## config.mk

```make
export PLATFORM = sky130hd
export DESIGN_NAME = asq_top
export DESIGN_NICKNAME = d
export VERILOG_FILES = /design/src/verilog/asq_pkg.sv /design/src/verilog/asq_sync.sv /design/src/verilog/asq_top.sv
export SDC_FILE = /design/constraint.sdc
export NUM_CORES = 1
export LEC_CHECK = 0
export BUFFER_PORTS_ARGS = -buffer_cell sky130_fd_sc_hd__buf_2
export CAP_MARGIN = 40
export CORE_AREA = 2 2 157 220
export DETAILED_ROUTE_END_ITERATION = 7
export DIE_AREA = 0 0 159 222
export GPL_TIMING_DRIVEN = 0
export PLACE_DENSITY = 0.56
export SYNTH_ARGS = -nofsm -noshare
export SYNTH_HDL_FRONTEND = slang
export SYNTH_SLANG_ARGS = --single-unit
```

## constraint.sdc

```tcl
create_clock -name pclk -period 3.6 [get_ports pclk]
set_clock_uncertainty 0.15 [all_clocks]
set_input_delay 0.9 -clock pclk [delete_from_list [all_inputs] [get_ports pclk]]
set_output_delay 0.9 -clock pclk [all_outputs]
set_load 0.005 [all_outputs]
```

## src/verilog/asq_pkg.sv

```systemverilog
// Constants, register map and state types of the converter sequencer.
// Assumes an APB master on pclk and an external SAR analog core.
// Functional notes
// - Convert one of 16+8 multiplexed channels at a time into 10 bits.
// - Software programs sample duration and per-bit conversion duration.
// - One control bit selects which port supplies the extra input group.
// - Self-calibration up to 40630 cycles after reset, busy flag set throughout.
// - Starts are refused during calibration; software polls busy first.
// - Calibration runs only after reset, never again in normal operation.
// - Single channel single mode converts once and stores the result.
// - Single channel continuous mode repeats conversions, storing each result.
// - Scan single mode converts each channel of the set once, then stops.
// - Scan continuous mode cycles the channel set without stopping.
// - In scan modes each result is stored as soon as it ends, except when wait-for-read holds it in scan continuous mode.
// - Result finished while previous unread and hold off raises overrun.
// - Wait-for-read in continuous mode buffers result and pauses until read.
// - Injection converts a chosen channel into the injection result register.
// - After injection the continuous mode resumes unchanged.
// - Unused analog inputs can be read as digital inputs.
package asq_pkg;

   // ------------------------------------------------------------
   // Sizes
   // ------------------------------------------------------------
   localparam int unsigned NUM_CH  = 24;
   localparam int unsigned CH_W    = 5;
   localparam int unsigned RES_W   = 10;
   localparam int unsigned ADDR_W  = 12;
   localparam logic [4:0]  CH_LIMIT = 5'h18;

   // ------------------------------------------------------------
   // Cycle counts
   // ------------------------------------------------------------
   localparam int unsigned CAL_CYCLES_DFLT = 40630;
   localparam logic [7:0]  RST_SAMP_CYC    = 8'h08;
   localparam logic [7:0]  RST_BIT_CYC     = 8'h08;
   localparam logic [7:0]  MIN_BIT_CYC     = 8'h06;

   // ------------------------------------------------------------
   // Register byte addresses
   // ------------------------------------------------------------
   localparam logic [11:0] ADDR_CTRL = 12'h000;
   localparam logic [11:0] ADDR_TIME = 12'h004;
   localparam logic [11:0] ADDR_RES  = 12'h008;
   localparam logic [11:0] ADDR_INJ  = 12'h00C;
   localparam logic [11:0] ADDR_STAT = 12'h010;
   localparam logic [11:0] ADDR_DIG  = 12'h014;

   // ------------------------------------------------------------
   // Field positions
   // ------------------------------------------------------------
   localparam int unsigned CTL_CH_LSB   = 0;
   localparam int unsigned CTL_MODE_LSB = 5;
   localparam int unsigned CTL_RUN_BIT  = 7;
   localparam int unsigned CTL_WFR_BIT  = 8;
   localparam int unsigned CTL_GRP_BIT  = 9;
   localparam int unsigned TIM_SAMP_LSB = 0;
   localparam int unsigned TIM_BIT_LSB  = 8;
   localparam int unsigned RES_VAL_LSB  = 0;
   localparam int unsigned RES_CH_LSB   = 10;
   localparam int unsigned INJ_REQ_BIT  = 15;
   localparam int unsigned INJ_SEL_LSB  = 16;
   localparam int unsigned STA_BUSY_BIT = 0;
   localparam int unsigned STA_CAL_BIT  = 1;
   localparam int unsigned STA_UNRD_BIT = 2;
   localparam int unsigned STA_OVR_BIT  = 3;
   localparam int unsigned STA_HOLD_BIT = 4;

   // Mode field: bit 0 continuous, bit 1 scan
   localparam logic [1:0] MODE_SINGLE    = 2'b00;
   localparam logic [1:0] MODE_CONT      = 2'b01;
   localparam logic [1:0] MODE_SCAN      = 2'b10;
   localparam logic [1:0] MODE_SCAN_CONT = 2'b11;

   // ------------------------------------------------------------
   // Types
   // ------------------------------------------------------------
   typedef enum logic [4:0]
   {
      S_CAL    = 5'h01,
      S_IDLE   = 5'h02,
      S_SAMPLE = 5'h04,
      S_CONV   = 5'h08,
      S_HOLD   = 5'h10
   } asq_state_e;

   // Signals toward the analog core
   typedef struct packed {
      logic [4:0] mux_ch;
      logic       ext_port_sel;
      logic       sample;
      logic [9:0] dac_code;
      logic       cal_active;
   } asq_ana_s;

   typedef struct packed {
      asq_state_e  st;
      logic [15:0] cnt;
      logic [3:0]  bit_i;
      logic [9:0]  code;
      logic [4:0]  cur_ch;
      logic [4:0]  conv_ch;
      logic        conv_inj;
      logic [4:0]  ctl_ch;
      logic [1:0]  mode;
      logic        run;
      logic        wfr;
      logic        grp;
      logic [7:0]  samp_cyc;
      logic [7:0]  bit_cyc;
      logic [9:0]  res_val;
      logic [4:0]  res_ch;
      logic        unread;
      logic [9:0]  tmp_val;
      logic [4:0]  tmp_ch;
      logic [9:0]  inj_val;
      logic [4:0]  inj_rch;
      logic [4:0]  inj_ch;
      logic        inj_pend;
      logic        ovr;
      logic        eoc;
      logic        ovr_irq;
      logic        inj_done;
      logic        pready;
      logic        pslverr;
      logic [31:0] prdata;
   } asq_regs_s;

   localparam asq_regs_s REGS_RST = '{st: S_CAL, samp_cyc: RST_SAMP_CYC,
                                      bit_cyc: RST_BIT_CYC, default: '0};

endpackage

```

## src/verilog/asq_sync.sv

```systemverilog
// Three-stage input synchroniser with agreement filter.
// Assumes asynchronous inputs; output moves once stages two and three agree.
`timescale 1ns/1ps
module asq_sync
#(
   parameter int unsigned W = 1
)
(
   input  wire logic         pclk,
   input  wire logic         presetn,
   input  wire logic [W-1:0] d,
   output logic      [W-1:0] q
);

   typedef struct packed {
      logic [W-1:0] s1;
      logic [W-1:0] s2;
      logic [W-1:0] s3;
      logic [W-1:0] q;
   } asq_sync_s;

   asq_sync_s st_r;
   asq_sync_s st_nxt;

   // Stage one feeds only stage two, keeping metastability out of the filter
   always_comb
   begin
      st_nxt    = st_r;
      st_nxt.s1 = d;
      st_nxt.s2 = st_r.s1;
      st_nxt.s3 = st_r.s2;
      for (int i = 0; i < W; i++)
      begin
         if (st_r.s2[i] == st_r.s3[i])
         begin
            st_nxt.q[i] = st_r.s3[i];
         end
      end
   end

   always_ff @(posedge pclk or negedge presetn)
   begin
      if (!presetn)
      begin
         st_r <= '0;
      end
      else
      begin
         st_r <= st_nxt;
      end
   end

   assign q = st_r.q;

endmodule

```

## src/verilog/asq_top.sv

```systemverilog
// Converter sequencer: calibration, modes, scan, injection, overrun, APB slave.
// Assumes an external SAR core taking mux, sample and trial code outputs,
// returning a comparator level (high when input is at or above the code).
`timescale 1ns/1ps
module asq_top
   import asq_pkg::*;
#(
   parameter int unsigned CAL_CYCLES = CAL_CYCLES_DFLT
)
(
   input  wire logic        pclk,
   input  wire logic        presetn,
   input  wire logic        psel,
   input  wire logic        penable,
   input  wire logic        pwrite,
   input  wire logic [11:0] paddr,
   input  wire logic [31:0] pwdata,
   output logic      [31:0] prdata,
   output logic             pready,
   output logic             pslverr,
   input  wire logic        cmp_in,
   input  wire logic [23:0] dig_pins,
   output asq_ana_s         ana,
   output logic             eoc_req,
   output logic             ovr_req,
   output logic             inj_req
);

   localparam logic [15:0] CAL_LAST = 16'(CAL_CYCLES - 1);

   asq_regs_s   st_r;
   asq_regs_s   st_nxt;
   logic        cmp_s;
   logic [23:0] dig_s;
   logic        acc;
   logic        done;
   logic        wr;
   logic        rd;
   logic        rd_res;
   logic        hit;
   logic [15:0] samp_last;
   logic [15:0] bit_last;

   // ------------------------------------------------------------
   // Input synchronisers
   // ------------------------------------------------------------
   asq_sync #(.W(1)) u_cmp_sync
   (
      .pclk    (pclk),
      .presetn (presetn),
      .d       (cmp_in),
      .q       (cmp_s)
   );

   // Analog pins read as digital inputs
   asq_sync #(.W(24)) u_dig_sync
   (
      .pclk    (pclk),
      .presetn (presetn),
      .d       (dig_pins),
      .q       (dig_s)
   );

   // ------------------------------------------------------------
   // Bus decode and phase lengths
   // ------------------------------------------------------------
   // One wait state so read data can come from a flip-flop
   assign acc    = psel & penable;
   assign done   = acc & st_r.pready;
   assign hit    = (paddr == ADDR_CTRL) || (paddr == ADDR_TIME) || (paddr == ADDR_RES) ||
                   (paddr == ADDR_INJ) || (paddr == ADDR_STAT) || (paddr == ADDR_DIG);
   assign wr     = done & pwrite & hit;
   assign rd     = done & ~pwrite & hit;
   assign rd_res = rd & (paddr == ADDR_RES);
   assign samp_last = (st_r.samp_cyc == 8'h00) ? 16'h0000 : {8'h00, st_r.samp_cyc - 8'h01};
   // Bit time floor covers the comparator synchroniser latency
   assign bit_last  = (st_r.bit_cyc < MIN_BIT_CYC) ? {8'h00, MIN_BIT_CYC - 8'h01}
                                                   : {8'h00, st_r.bit_cyc - 8'h01};

   // ------------------------------------------------------------
   // Next-state logic
   // ------------------------------------------------------------
   always_comb
   begin
      logic [9:0]  new_code;
      logic [31:0] rdv;
      logic        go;
      st_nxt   = st_r;
      new_code = st_r.code;
      rdv      = 32'h0000_0000;
      go       = 1'b0;
      st_nxt.eoc      = 1'b0;
      st_nxt.ovr_irq  = 1'b0;
      st_nxt.inj_done = 1'b0;

      // Read data mux
      if (paddr == ADDR_CTRL)
      begin
         rdv[CTL_CH_LSB +: 5]   = st_r.ctl_ch;
         rdv[CTL_MODE_LSB +: 2] = st_r.mode;
         rdv[CTL_RUN_BIT]       = st_r.run;
         rdv[CTL_WFR_BIT]       = st_r.wfr;
         rdv[CTL_GRP_BIT]       = st_r.grp;
      end
      else if (paddr == ADDR_TIME)
      begin
         rdv[TIM_SAMP_LSB +: 8] = st_r.samp_cyc;
         rdv[TIM_BIT_LSB +: 8]  = st_r.bit_cyc;
      end
      else if (paddr == ADDR_RES)
      begin
         rdv[RES_VAL_LSB +: 10] = st_r.res_val;
         rdv[RES_CH_LSB +: 5]   = st_r.res_ch;
      end
      else if (paddr == ADDR_INJ)
      begin
         rdv[RES_VAL_LSB +: 10] = st_r.inj_val;
         rdv[RES_CH_LSB +: 5]   = st_r.inj_rch;
         rdv[INJ_REQ_BIT]       = st_r.inj_pend;
         rdv[INJ_SEL_LSB +: 5]  = st_r.inj_ch;
      end
      else if (paddr == ADDR_STAT)
      begin
         rdv[STA_BUSY_BIT] = (st_r.st != S_IDLE);
         rdv[STA_CAL_BIT]  = (st_r.st == S_CAL);
         rdv[STA_UNRD_BIT] = st_r.unread;
         rdv[STA_OVR_BIT]  = st_r.ovr;
         rdv[STA_HOLD_BIT] = (st_r.st == S_HOLD);
      end
      else if (paddr == ADDR_DIG)
      begin
         rdv[23:0] = dig_s;
      end

      // APB handshake: answer one cycle into the access phase
      if (acc && !st_r.pready)
      begin
         st_nxt.pready  = 1'b1;
         st_nxt.prdata  = rdv;
         st_nxt.pslverr = ~hit;
      end
      else
      begin
         st_nxt.pready  = 1'b0;
         st_nxt.pslverr = 1'b0;
      end

      // Register writes
      if (wr && (paddr == ADDR_CTRL))
      begin
         if (pwdata[CTL_CH_LSB +: 5] < CH_LIMIT)
         begin
            st_nxt.ctl_ch = pwdata[CTL_CH_LSB +: 5];
         end
         st_nxt.mode = pwdata[CTL_MODE_LSB +: 2];
         st_nxt.wfr  = pwdata[CTL_WFR_BIT];
         st_nxt.grp  = pwdata[CTL_GRP_BIT];
         // A start written during calibration is dropped
         if (st_r.st != S_CAL)
         begin
            st_nxt.run = pwdata[CTL_RUN_BIT];
            if (pwdata[CTL_RUN_BIT] && !st_r.run)
            begin
               st_nxt.cur_ch = st_nxt.ctl_ch;
            end
         end
      end
      if (wr && (paddr == ADDR_TIME))
      begin
         st_nxt.samp_cyc = pwdata[TIM_SAMP_LSB +: 8];
         st_nxt.bit_cyc  = pwdata[TIM_BIT_LSB +: 8];
      end
      if (wr && (paddr == ADDR_INJ))
      begin
         if (pwdata[INJ_SEL_LSB +: 5] < CH_LIMIT)
         begin
            st_nxt.inj_ch = pwdata[INJ_SEL_LSB +: 5];
         end
         // Injection only accepted while a continuous mode runs
         if (pwdata[INJ_REQ_BIT] && st_r.run && st_r.mode[0])
         begin
            st_nxt.inj_pend = 1'b1;
         end
      end
      if (wr && (paddr == ADDR_STAT) && pwdata[STA_OVR_BIT])
      begin
         st_nxt.ovr = 1'b0;
      end
      // Reading the result clears unread; a new result later this cycle wins
      if (rd_res)
      begin
         st_nxt.unread = 1'b0;
      end

      // Sequencer
      case (st_r.st)
         S_CAL:
         begin
            st_nxt.cnt = st_r.cnt + 16'h0001;
            if (st_r.cnt == CAL_LAST)
            begin
               st_nxt.st  = S_IDLE;
               st_nxt.cnt = 16'h0000;
            end
         end
         S_IDLE:
         begin
            go = st_nxt.run;
         end
         S_SAMPLE:
         begin
            st_nxt.cnt = st_r.cnt + 16'h0001;
            if (st_r.cnt >= samp_last)
            begin
               st_nxt.st    = S_CONV;
               st_nxt.cnt   = 16'h0000;
               st_nxt.bit_i = 4'h9;
               st_nxt.code  = 10'h200;
            end
         end
         S_CONV:
         begin
            st_nxt.cnt = st_r.cnt + 16'h0001;
            if (st_r.cnt >= bit_last)
            begin
               st_nxt.cnt = 16'h0000;
               // Trial bit kept only if the input is at or above the code
               if (!cmp_s)
               begin
                  new_code[st_r.bit_i] = 1'b0;
               end
               st_nxt.code = new_code;
               if (st_r.bit_i != 4'h0)
               begin
                  st_nxt.bit_i = st_r.bit_i - 4'h1;
                  st_nxt.code[st_r.bit_i - 4'h1] = 1'b1;
               end
               else if (st_r.conv_inj)
               begin
                  st_nxt.inj_val  = new_code;
                  st_nxt.inj_rch  = st_r.conv_ch;
                  st_nxt.inj_done = 1'b1;
                  go = 1'b1;
               end
               else
               begin
                  if (st_nxt.unread && st_r.wfr && st_r.mode[0])
                  begin
                     st_nxt.tmp_val = new_code;
                     st_nxt.tmp_ch  = st_r.conv_ch;
                     st_nxt.st      = S_HOLD;
                  end
                  else
                  begin
                     if (st_nxt.unread)
                     begin
                        st_nxt.ovr     = 1'b1;
                        st_nxt.ovr_irq = 1'b1;
                     end
                     st_nxt.res_val = new_code;
                     st_nxt.res_ch  = st_r.conv_ch;
                     st_nxt.unread  = 1'b1;
                     st_nxt.eoc     = 1'b1;
                     go = 1'b1;
                  end
                  // Channel advance for the next normal conversion
                  if (st_r.mode[1])
                  begin
                     if (st_r.cur_ch == 5'h00)
                     begin
                        if (st_r.mode[0])
                        begin
                           st_nxt.cur_ch = st_r.ctl_ch;
                        end
                        else
                        begin
                           st_nxt.run = 1'b0;
                        end
                     end
                     else
                     begin
                        st_nxt.cur_ch = st_r.cur_ch - 5'h01;
                     end
                  end
                  else if (!st_r.mode[0])
                  begin
                     st_nxt.run = 1'b0;
                  end
               end
            end
         end
         S_HOLD:
         begin
            if (rd_res)
            begin
               st_nxt.res_val = st_r.tmp_val;
               st_nxt.res_ch  = st_r.tmp_ch;
               st_nxt.unread  = 1'b1;
               st_nxt.eoc     = 1'b1;
               go = 1'b1;
            end
         end
         default:
         begin
            st_nxt.st = S_IDLE;
         end
      endcase

      // Launch the next conversion; a pending injection goes first
      if (go)
      begin
         st_nxt.cnt = 16'h0000;
         if (st_nxt.run)
         begin
            st_nxt.st = S_SAMPLE;
            if (st_nxt.inj_pend && st_nxt.mode[0])
            begin
               st_nxt.conv_inj = 1'b1;
               st_nxt.conv_ch  = st_nxt.inj_ch;
               st_nxt.inj_pend = 1'b0;
            end
            else
            begin
               st_nxt.conv_inj = 1'b0;
               st_nxt.conv_ch  = st_nxt.cur_ch;
            end
         end
         else
         begin
            st_nxt.st       = S_IDLE;
            st_nxt.inj_pend = 1'b0;
         end
      end
   end

   // ------------------------------------------------------------
   // State register
   // ------------------------------------------------------------
   always_ff @(posedge pclk or negedge presetn)
   begin
      if (!presetn)
      begin
         st_r <= REGS_RST;
      end
      else
      begin
         st_r <= st_nxt;
      end
   end

   // Outputs straight from flip-flops
   assign prdata  = st_r.prdata;
   assign pready  = st_r.pready;
   assign pslverr = st_r.pslverr;
   assign eoc_req = st_r.eoc;
   assign ovr_req = st_r.ovr_irq;
   assign inj_req = st_r.inj_done;
   assign ana     = '{mux_ch: st_r.conv_ch, ext_port_sel: st_r.grp, sample: st_r.st[2],
                      dac_code: st_r.code, cal_active: st_r.st[0]};
endmodule

```

==> qor.yml, run 1 <==
port_buffers: 109
grt_antenna_before_repair: 1
dpl.cell_count: 1588
fill_cells: 3248
rsz0062_at_grt: "yes"
globalRouteOverflowTotal: 0
path_cells: "or4_4, a211o_4, buf_6, nand2_4, ha_4, o21a_1, o2111a_1, a22oi_2, nor2_2, o21a_2, or3_4, buf_12, a311oi_2"
maxSlewHeadroom: 0.452
finalSetupTns_ns: 0
top_level_ports: 129
fmax_ghz: 0.279
multi_input_area_sq_um: 4730
drv_cap: 0
cp_top_family: "compound AO/OA/AOI/OAI gates"
remaining_drc_errors: 0
highest_layer: "met5"
synth_edf_count: 0
finalCritPeriodShare: 0.996
cts_tree: "yes"
drive_gt1_frac: 0.286
setup_violations: 0
cp.arrival_ns: 3.88
routed-wl-met3_microns: 1380
final_common_cell: "dfrtp_1"
grt_pass1_vias: 8617
grt_max_degree: 106
clock-sinks: 254
wl_met1_microns: 13200
insertedDiodeCount: 0
dp_hpwl_microns: 23300
layout.cells.most_common_list: "247 x dfrtp_1, 113 x buf_2, 109 x nand2_1"
ir_drop_mv: 0.309
synth_fa_ha_area_frac: 0.0447
final_cells: 1655
synth_top_family_by_area: "compound AO/OA/AOI/OAI gates"
hold_violations: 0
gp_congestion: 0.884
clk_pin_slew_ns: 0.07
stdcell_area_sq_um: 14000
synthSimpleGateAreaFrac: 0.134
synth_compound_area_frac: 0.146
r2r_slack_ns: 0.02
drt_iter0_markers: 433
critPathRequiredTime_ns: 3.90
grt_pass1_wl_microns: 49800
synth.avg_cell_area_sq_um: 11.2
clk_latency_ns: 0.55
pre_cts_ws_ns: -0.717
hp-class: "flop to flop"
fin_ws_ns: 0.0157
fp-row-count: 79
fin_util: 0.422
critPathCaptureType: "flop"
slowest_stage: "or4_4"
cts-root-buf: "clkbuf_16"
holdWs_ns: 0.197
die-height_microns: 222
yosys_warnings: 0
p_per_area_nw_per_um2: 417
wl_per_cell_microns: 19.3
p_leak_nw: 6.57
synth_cell_types: 82
ys_seq_elements: 254
critPathMaxFanout: 5
yosys.area_share.xor_xnor: 0.00611
syn_to_final_growth_pct: 22.1
critical_path_class: "flop to flop"
slowest_delay_ns: 0.52
path_buf_inv: 2
ant_nets: 0
fin_nets: 1287
clock_path_buffers: 3
placed_area_sq_um: 12700
cts_buffers: 25
die-area_sq_um: 35300
synth-seq-area-share: 0.554
cp-start-kind: "flop"
regArea_sq_um: 6360
vias_per_cell: 5.10
synth_mux_area_frac: 0.0566
track_usage: 0.180
die_w_microns: 159
synth_area_sq_um: 11500
synth-async-reset-ratio: 1.00
drt_pass1_iterations: 5
synth_cells: 1023
worstMarginPinSlew_ns: 0.821
cts_max_level: 1
period_minus_slack_ns: 3.58
power_mw: 5.84
vias: 8442
holdBufCountCts: 0
slew_violations: 0
initial_core_util: 0.345
totalWireLength_microns: 32000
ys.flop_type: "dfrtp_1"
wl_met2_microns: 15800
core_area_sq_um: 33200
status: "completed"
==> cells in the mapped netlist, types with 3 or more instances <==
library cell	count	area share
a21oi_1	29	0.013
nand3_1	18	0.0079
ha_1	21	0.023
o21a_1	7	0.0046
a221oi_1	5	0.0038
buf_1	3	0.00098
or3_1	12	0.0065
o211ai_1	10	0.0065
nor2b_1	5	0.0027
mux2_2	27	0.026
maj3_1	25	0.022
nor3b_1	7	0.0046
or2_2	6	0.0033
a311oi_1	4	0.0031
nor3_4	3	0.0043
and3_1	12	0.0065
a21o_1	19	0.012
nor3_1	15	0.0065
nand2_1	113	0.037
dfstp_2	3	0.0069
nor4_1	5	0.0027
buf_2	6	0.0026
o21ai_1	13	0.0057
nor2_4	3	0.0029
a211o_1	4	0.0031
dfrtp_1	251	0.55
nand2b_1	12	0.0065
o31ai_1	4	0.0026
a22o_1	9	0.0069
nand4_1	11	0.0060
mux4_2	5	0.0098
a22oi_1	18	0.012
o21ai_0	85	0.037
mux2i_1	18	0.016
clkbuf_1	24	0.0079
xor2_1	5	0.0038
and2_1	6	0.0033
a221o_1	14	0.012
nor2_1	53	0.017
xnor2_1	3	0.0023
buf_4	53	0.035
inv_1	24	0.0079
==> final cells by class <==
| type | count | area share |
|---|---|---|
| inverter | 24 | 0.00643 |
| tap | 445 | 0.0397 |
| clock buffer | 34 | 0.0506 |
| sequential | 254 | 0.454 |
| buffer | 89 | 0.0426 |
| timing repair buffer | 135 | 0.0606 |
| multi-input combinational | 663 | 0.337 |
| clock inverter | 11 | 0.00848 |
==> worst paths after layout <==
kind | from | end | cells past startpoint
setup / recovery | st_r[95]$_DFFE_PN0P_ | st_r[156]$_DFFE_PN0P_ | 13
hold / removal | u_dig_sync.st_nxt[49]$_DFF_PN0_ | u_dig_sync.st_nxt[25]$_DFF_PN0_ | 0
setup reg to reg | st_r[95]$_DFFE_PN0P_ | st_r[156]$_DFFE_PN0P_ | 13
hold reg to reg | u_dig_sync.st_nxt[49]$_DFF_PN0_ | u_dig_sync.st_nxt[25]$_DFF_PN0_ | 0
max in group asynchronous | presetn | prdata[4]$_DFFE_PN0P_ | 3
min in group asynchronous | presetn | u_cmp_sync.q$_DFFE_PN0N_ | 1
==> what timing repair did <==
action,4_1_cts,5_1_grt
cloned,0,1
setup endpoints to repair,90,76
resized for setup,27,41
pin swaps,6,12
buffers inserted,17,4
==> worst reg2reg max path: cells and delay by family (launching register included) <==
| kind | cells | cell delay [ns] |
|---|---|---|
| AO/OA/AOI/OAI | 6 | 1.37 |
| adder cells (fa/ha/maj) | 1 | 0.18 |
| buffers and inverters | 2 | 0.31 |
| flip-flops | 1 | 0.41 |
| AND/OR/NAND/NOR | 4 | 1.05 |
==> power by group <==
| group | total [mW] | switching (mW) | leakage, nW | internal [mW] |
|---|---|---|---|---|
| Sequential | 2.97 | 0.0402 | 3.22 | 2.93 |
| Combinational | 0.204 | 0.129 | 2.96 | 0.0755 |
| Clock | 2.67 | 1.14 | 0.398 | 1.53 |
==> registers in the layout, indices dropped and copies added (netlist names) <==
| register | flops |
|---|---|
| st_r | 107 |
| u_dig_sync.st_nxt | 48 |
| prdata | 24 |
| u_dig_sync.q | 24 |
| u_dig_sync.st_r | 24 |
| ana | 18 |
| u_cmp_sync.st_nxt | 2 |
| eoc_req | 1 |
| inj_req | 1 |
| ovr_req | 1 |
| pready | 1 |
| pslverr | 1 |
| u_cmp_sync.q | 1 |
| u_cmp_sync.st_r | 1 |
==> cells by family after synthesis <==
| group | after synthesis |
|---|---|
| compound gates | 249 |
| other cells | 1 |
| xor+xnor | 8 |
| mux | 54 |
| simple gates | 298 |
| buf+inv | 113 |
| fa+ha+maj | 46 |
| flops | 254 |
==> layer usage <==
metal,vias up,track usage
li1,3961,-
met1,4166,0.223
met2,236,0.312
met3,77,0.0208
met4,2,0.0845
met5,-,0
Power figures use the tool's default switching activity.
==> inputs of run 2 (changes only) <==
--- a/config.mk
+++ b/config.mk
@@ -12,6 +12,8 @@
 export DIE_AREA = 0 0 159 222
 export GPL_TIMING_DRIVEN = 0
 export PLACE_DENSITY = 0.56
+export SKIP_LAST_GASP = 1
 export SYNTH_ARGS = -nofsm -noshare
 export SYNTH_HDL_FRONTEND = slang
+export SYNTH_HIERARCHICAL = 1
 export SYNTH_SLANG_ARGS = --single-unit
==> qor.yml, run 2 <==
status: "finished, violations left"  # was completed
ant_nets: 0  # unchanged
synth_top_family_by_area: "compound AO/OA/AOI/OAI gates"  # unchanged
synth_top_area_cell: "dfrtp_1"  # unchanged
cts_buffers: 26  # was 25
synth-seq-area-share: 0.551  # was 0.554
remaining_drc_errors: 0  # unchanged
fp-row-count: 79  # unchanged
critical_path_class: "flop to flop"  # unchanged
fin_ws_ns: -0.0524  # was 0.0157 ns
yosys_warnings: 6  # was 0
worstMarginPinSlew_ns: 0.786  # was 0.821 ns
yosysMostFrequentCell: "dfrtp_1"  # unchanged
largest-register: "st_r"  # unchanged
synth_edf_count: 0  # unchanged
syn_to_final_growth_pct: 26.5  # was 22.1%
critPathMaxFanout: 8  # was 5
cts_tree: "yes"  # unchanged
hold_violations: 0  # unchanged
die_w_microns: 159  # unchanged
drt_iter0_markers: 521  # was 433
vias: 8794  # was 8442
synth_area_sq_um: 11500  # about the same
clk_latency_ns: 0.55  # about the same
ys_seq_elements: 254  # unchanged
p_per_area_nw_per_um2: 410  # was 417 nW/um^2
layout.cells.most_common_list: "243 x dfrtp_1, 113 x buf_2, 108 x buf_4"  # was 247 x dfrtp_1, 113 x buf_2, 109 x nand2_1
violations: "setup timing"
cts-root-buf: "clkbuf_16"  # unchanged
final_common_cell: "dfrtp_1"  # unchanged
period_minus_slack_ns: 3.65  # was 3.58 ns
cts_max_level: 1  # unchanged
wl_per_cell_microns: 19.7  # was 19.3 microns
synth_compound_area_frac: 0.165  # was 0.146
synth_cells: 1041  # was 1023
fmax_ghz: 0.274  # was 0.279 GHz
ir_drop_mv: 0.368  # was 0.309 mV
grt_pass1_vias: 8958  # was 8617
critPathRequiredTime_ns: 3.88  # was 3.90 ns
setup_violations: 5  # was 0
finalCritPeriodShare: 1.01  # was 0.996
cp.arrival_ns: 3.94  # was 3.88 ns
clk_pin_slew_ns: 0.06  # was 0.07 ns
maxSlewHeadroom: 0.469  # was 0.452
holdWs_ns: 0.138  # was 0.197 ns
synth_top_area_share: 0.544  # was 0.547
synth.avg_cell_area_sq_um: 11.1  # was 11.2 sq um
hp-class: "input pin to asynchronous set/reset pin"  # was flop to flop
track_usage: 0.189  # was 0.180
p_leak_nw: 6.66  # was 6.57 nW
finalSetupTns_ns: -0.243  # was 0 ns
vias_per_cell: 5.19  # was 5.10
grt_antenna_before_repair: 0  # was 1
gp_congestion: 0.960  # was 0.884
synth_fa_ha_area_frac: 0.0472  # was 0.0447
core_area_sq_um: 33200  # unchanged
synth-async-reset-ratio: 1.00  # unchanged
cp-start-kind: "flop"  # unchanged
synth_cell_types: 74  # was 82
final_cells: 1695  # was 1655
yosys.area_share.xor_xnor: 0.00683  # was 0.00611
globalRouteOverflowTotal: 0  # unchanged
top_level_ports: 129  # unchanged
slew_violations: 0  # unchanged
grt_max_degree: 109  # was 106
port_buffers: 109  # unchanged
clock_path_buffers: 3  # unchanged
ys.flop_type: "dfrtp_1"  # unchanged
drive_gt1_frac: 0.358  # was 0.286
dp_hpwl_microns: 23900  # was 23300 microns
yosys-top-cells-area: "dfrtp_1 54%, buf_4 5.0%, nand2_1 3.0%, o21ai_0 2.9%, maj3_2 2.4%"  # was dfrtp_1 55%, o21ai_0 3.7%, nand2_1 3.7%, buf_4 3.5%, mux2_2 2.6%
grt_pass1_wl_microns: 52100  # was 49800 microns
synthSimpleGateAreaFrac: 0.117  # was 0.134
drv_cap: 0  # unchanged
yosys-top-cells-count: "251 x dfrtp_1, 92 x nand2_1, 77 x buf_4, 66 x o21ai_0, 52 x a21oi_1"  # was 251 x dfrtp_1, 113 x nand2_1, 85 x o21ai_0, 53 x buf_4, 53 x nor2_1
largest_reg_flops: 107  # unchanged
drt_pass1_iterations: 8  # was 5
critPathCaptureType: "flop"  # unchanged
clock-sinks: 254  # unchanged
rsz0062_at_grt: "yes"  # unchanged
fin_nets: 1325  # was 1287
synth_mux_area_frac: 0.0354  # was 0.0566
insertedDiodeCount: 0  # unchanged
pre_cts_ws_ns: -0.765  # was -0.717 ns
die-area_sq_um: 35300  # unchanged
dpl.cell_count: 1607  # was 1588
die-height_microns: 222  # unchanged
totalWireLength_microns: 33500  # was 32000 microns
initial_core_util: 0.347  # was 0.345
## run 2: cell count changes after synthesis, moves of 19 or more
cell | previous run | this run
maj3_2 | 0 | 25
a21oi_1 | 29 | 52
nand2_1 | 113 | 92
buf_4 | 53 | 77
maj3_1 | 25 | 0
o21ai_0 | 85 | 66
## run 2: logic make-up after synthesis
family,after synthesis
muxes,37
AOI/OAI and AO/OA,273
adders and majority gates,46
buffers and inverters,150
DFF,254
and+or+nand+nor,271
xor gates and xnor gates,9
other,1
## run 2: report_power, final
group | switching, mW | leakage, nW | internal (mW)
Combinational | 0.140 | 3.04 | 0.117
Sequential | 0.0416 | 3.18 | 2.93
Clock | 1.16 | 0.436 | 1.60
Total | 1.34 | 6.66 | 4.65
## run 2: timing repair
action	in CTS	in global routing
pin swaps	36	39
resized for setup	69	65
setup endpoints to repair	82	81
cloned	3	1
setup buffers	29	11
hold buffers	0	0
## run 2: per-layer routing
layer / track usage / share of wire / routed length (microns)
met5: 0 / 0 / 0
met2: 0.332 / 0.50 / 16800
met4: 0.0991 / 0.060 / 2000
met3: 0.0273 / 0.047 / 1580
met1: 0.224 / 0.39 / 13100
## run 2: worst paths after layout
| path | startpoint | to | slack (ns) | cells past startpoint |
|---|---|---|---|---|
| max in group asynchronous | presetn | u_dig_sync/st_nxt[58]$_DFF_PN0_ | 2.25 | 2 |
| hold reg to reg | u_dig_sync/st_nxt[68]$_DFF_PN0_ | u_dig_sync/st_nxt[44]$_DFF_PN0_ | 0.20 | 0 |
| setup reg to reg | st_r[94]$_DFFE_PN0P_ | st_r[59]$_DFFE_PN0P_ | -0.05 | 11 |
| setup / recovery | st_r[94]$_DFFE_PN0P_ | st_r[59]$_DFFE_PN0P_ | -0.05 | 11 |
| min in group pclk | u_dig_sync/st_nxt[68]$_DFF_PN0_ | u_dig_sync/st_nxt[44]$_DFF_PN0_ | 0.20 | 0 |
| hold / removal | presetn | eoc_req$_DFF_PN0_ | 0.14 | 1 |
## run 2: critical path: stages (launching register included)
cell and delay (ns):
dfrtp_2 0.42, or4_4 0.52, a211o_4 0.31, nand2_2 0.10, ha_4 0.18, o211ai_1 0.13, nor3_2 0.20, a211o_1 0.24
nor2_2 0.07, or3_4 0.37, or3_4 0.52, mux2_4 0.33
## run 2: per-stage QoR
step	utilization	total power, mW	instance area [sq um]
after global placement	0.382	3.27	12700
after CTS	0.428	6.08	14200
final	0.440	5.99	14600
after floorplan	-	3.13	11600
after detailed placement	0.384	3.29	12800
after global routing	0.440	6.24	14600
## run 2: cell type report
class / instances / area, sq um
Sequential cell: 254 / 6370
Fill cell: 3208 / 18600
Multi-Input combinational cell: 644 / 4780
Inverter: 32 / 120
Tap cell: 445 / 557
Timing Repair Buffer: 157 / 1070
Clock inverter: 11 / 124
Clock buffer: 37 / 752
Buffer: 115 / 821
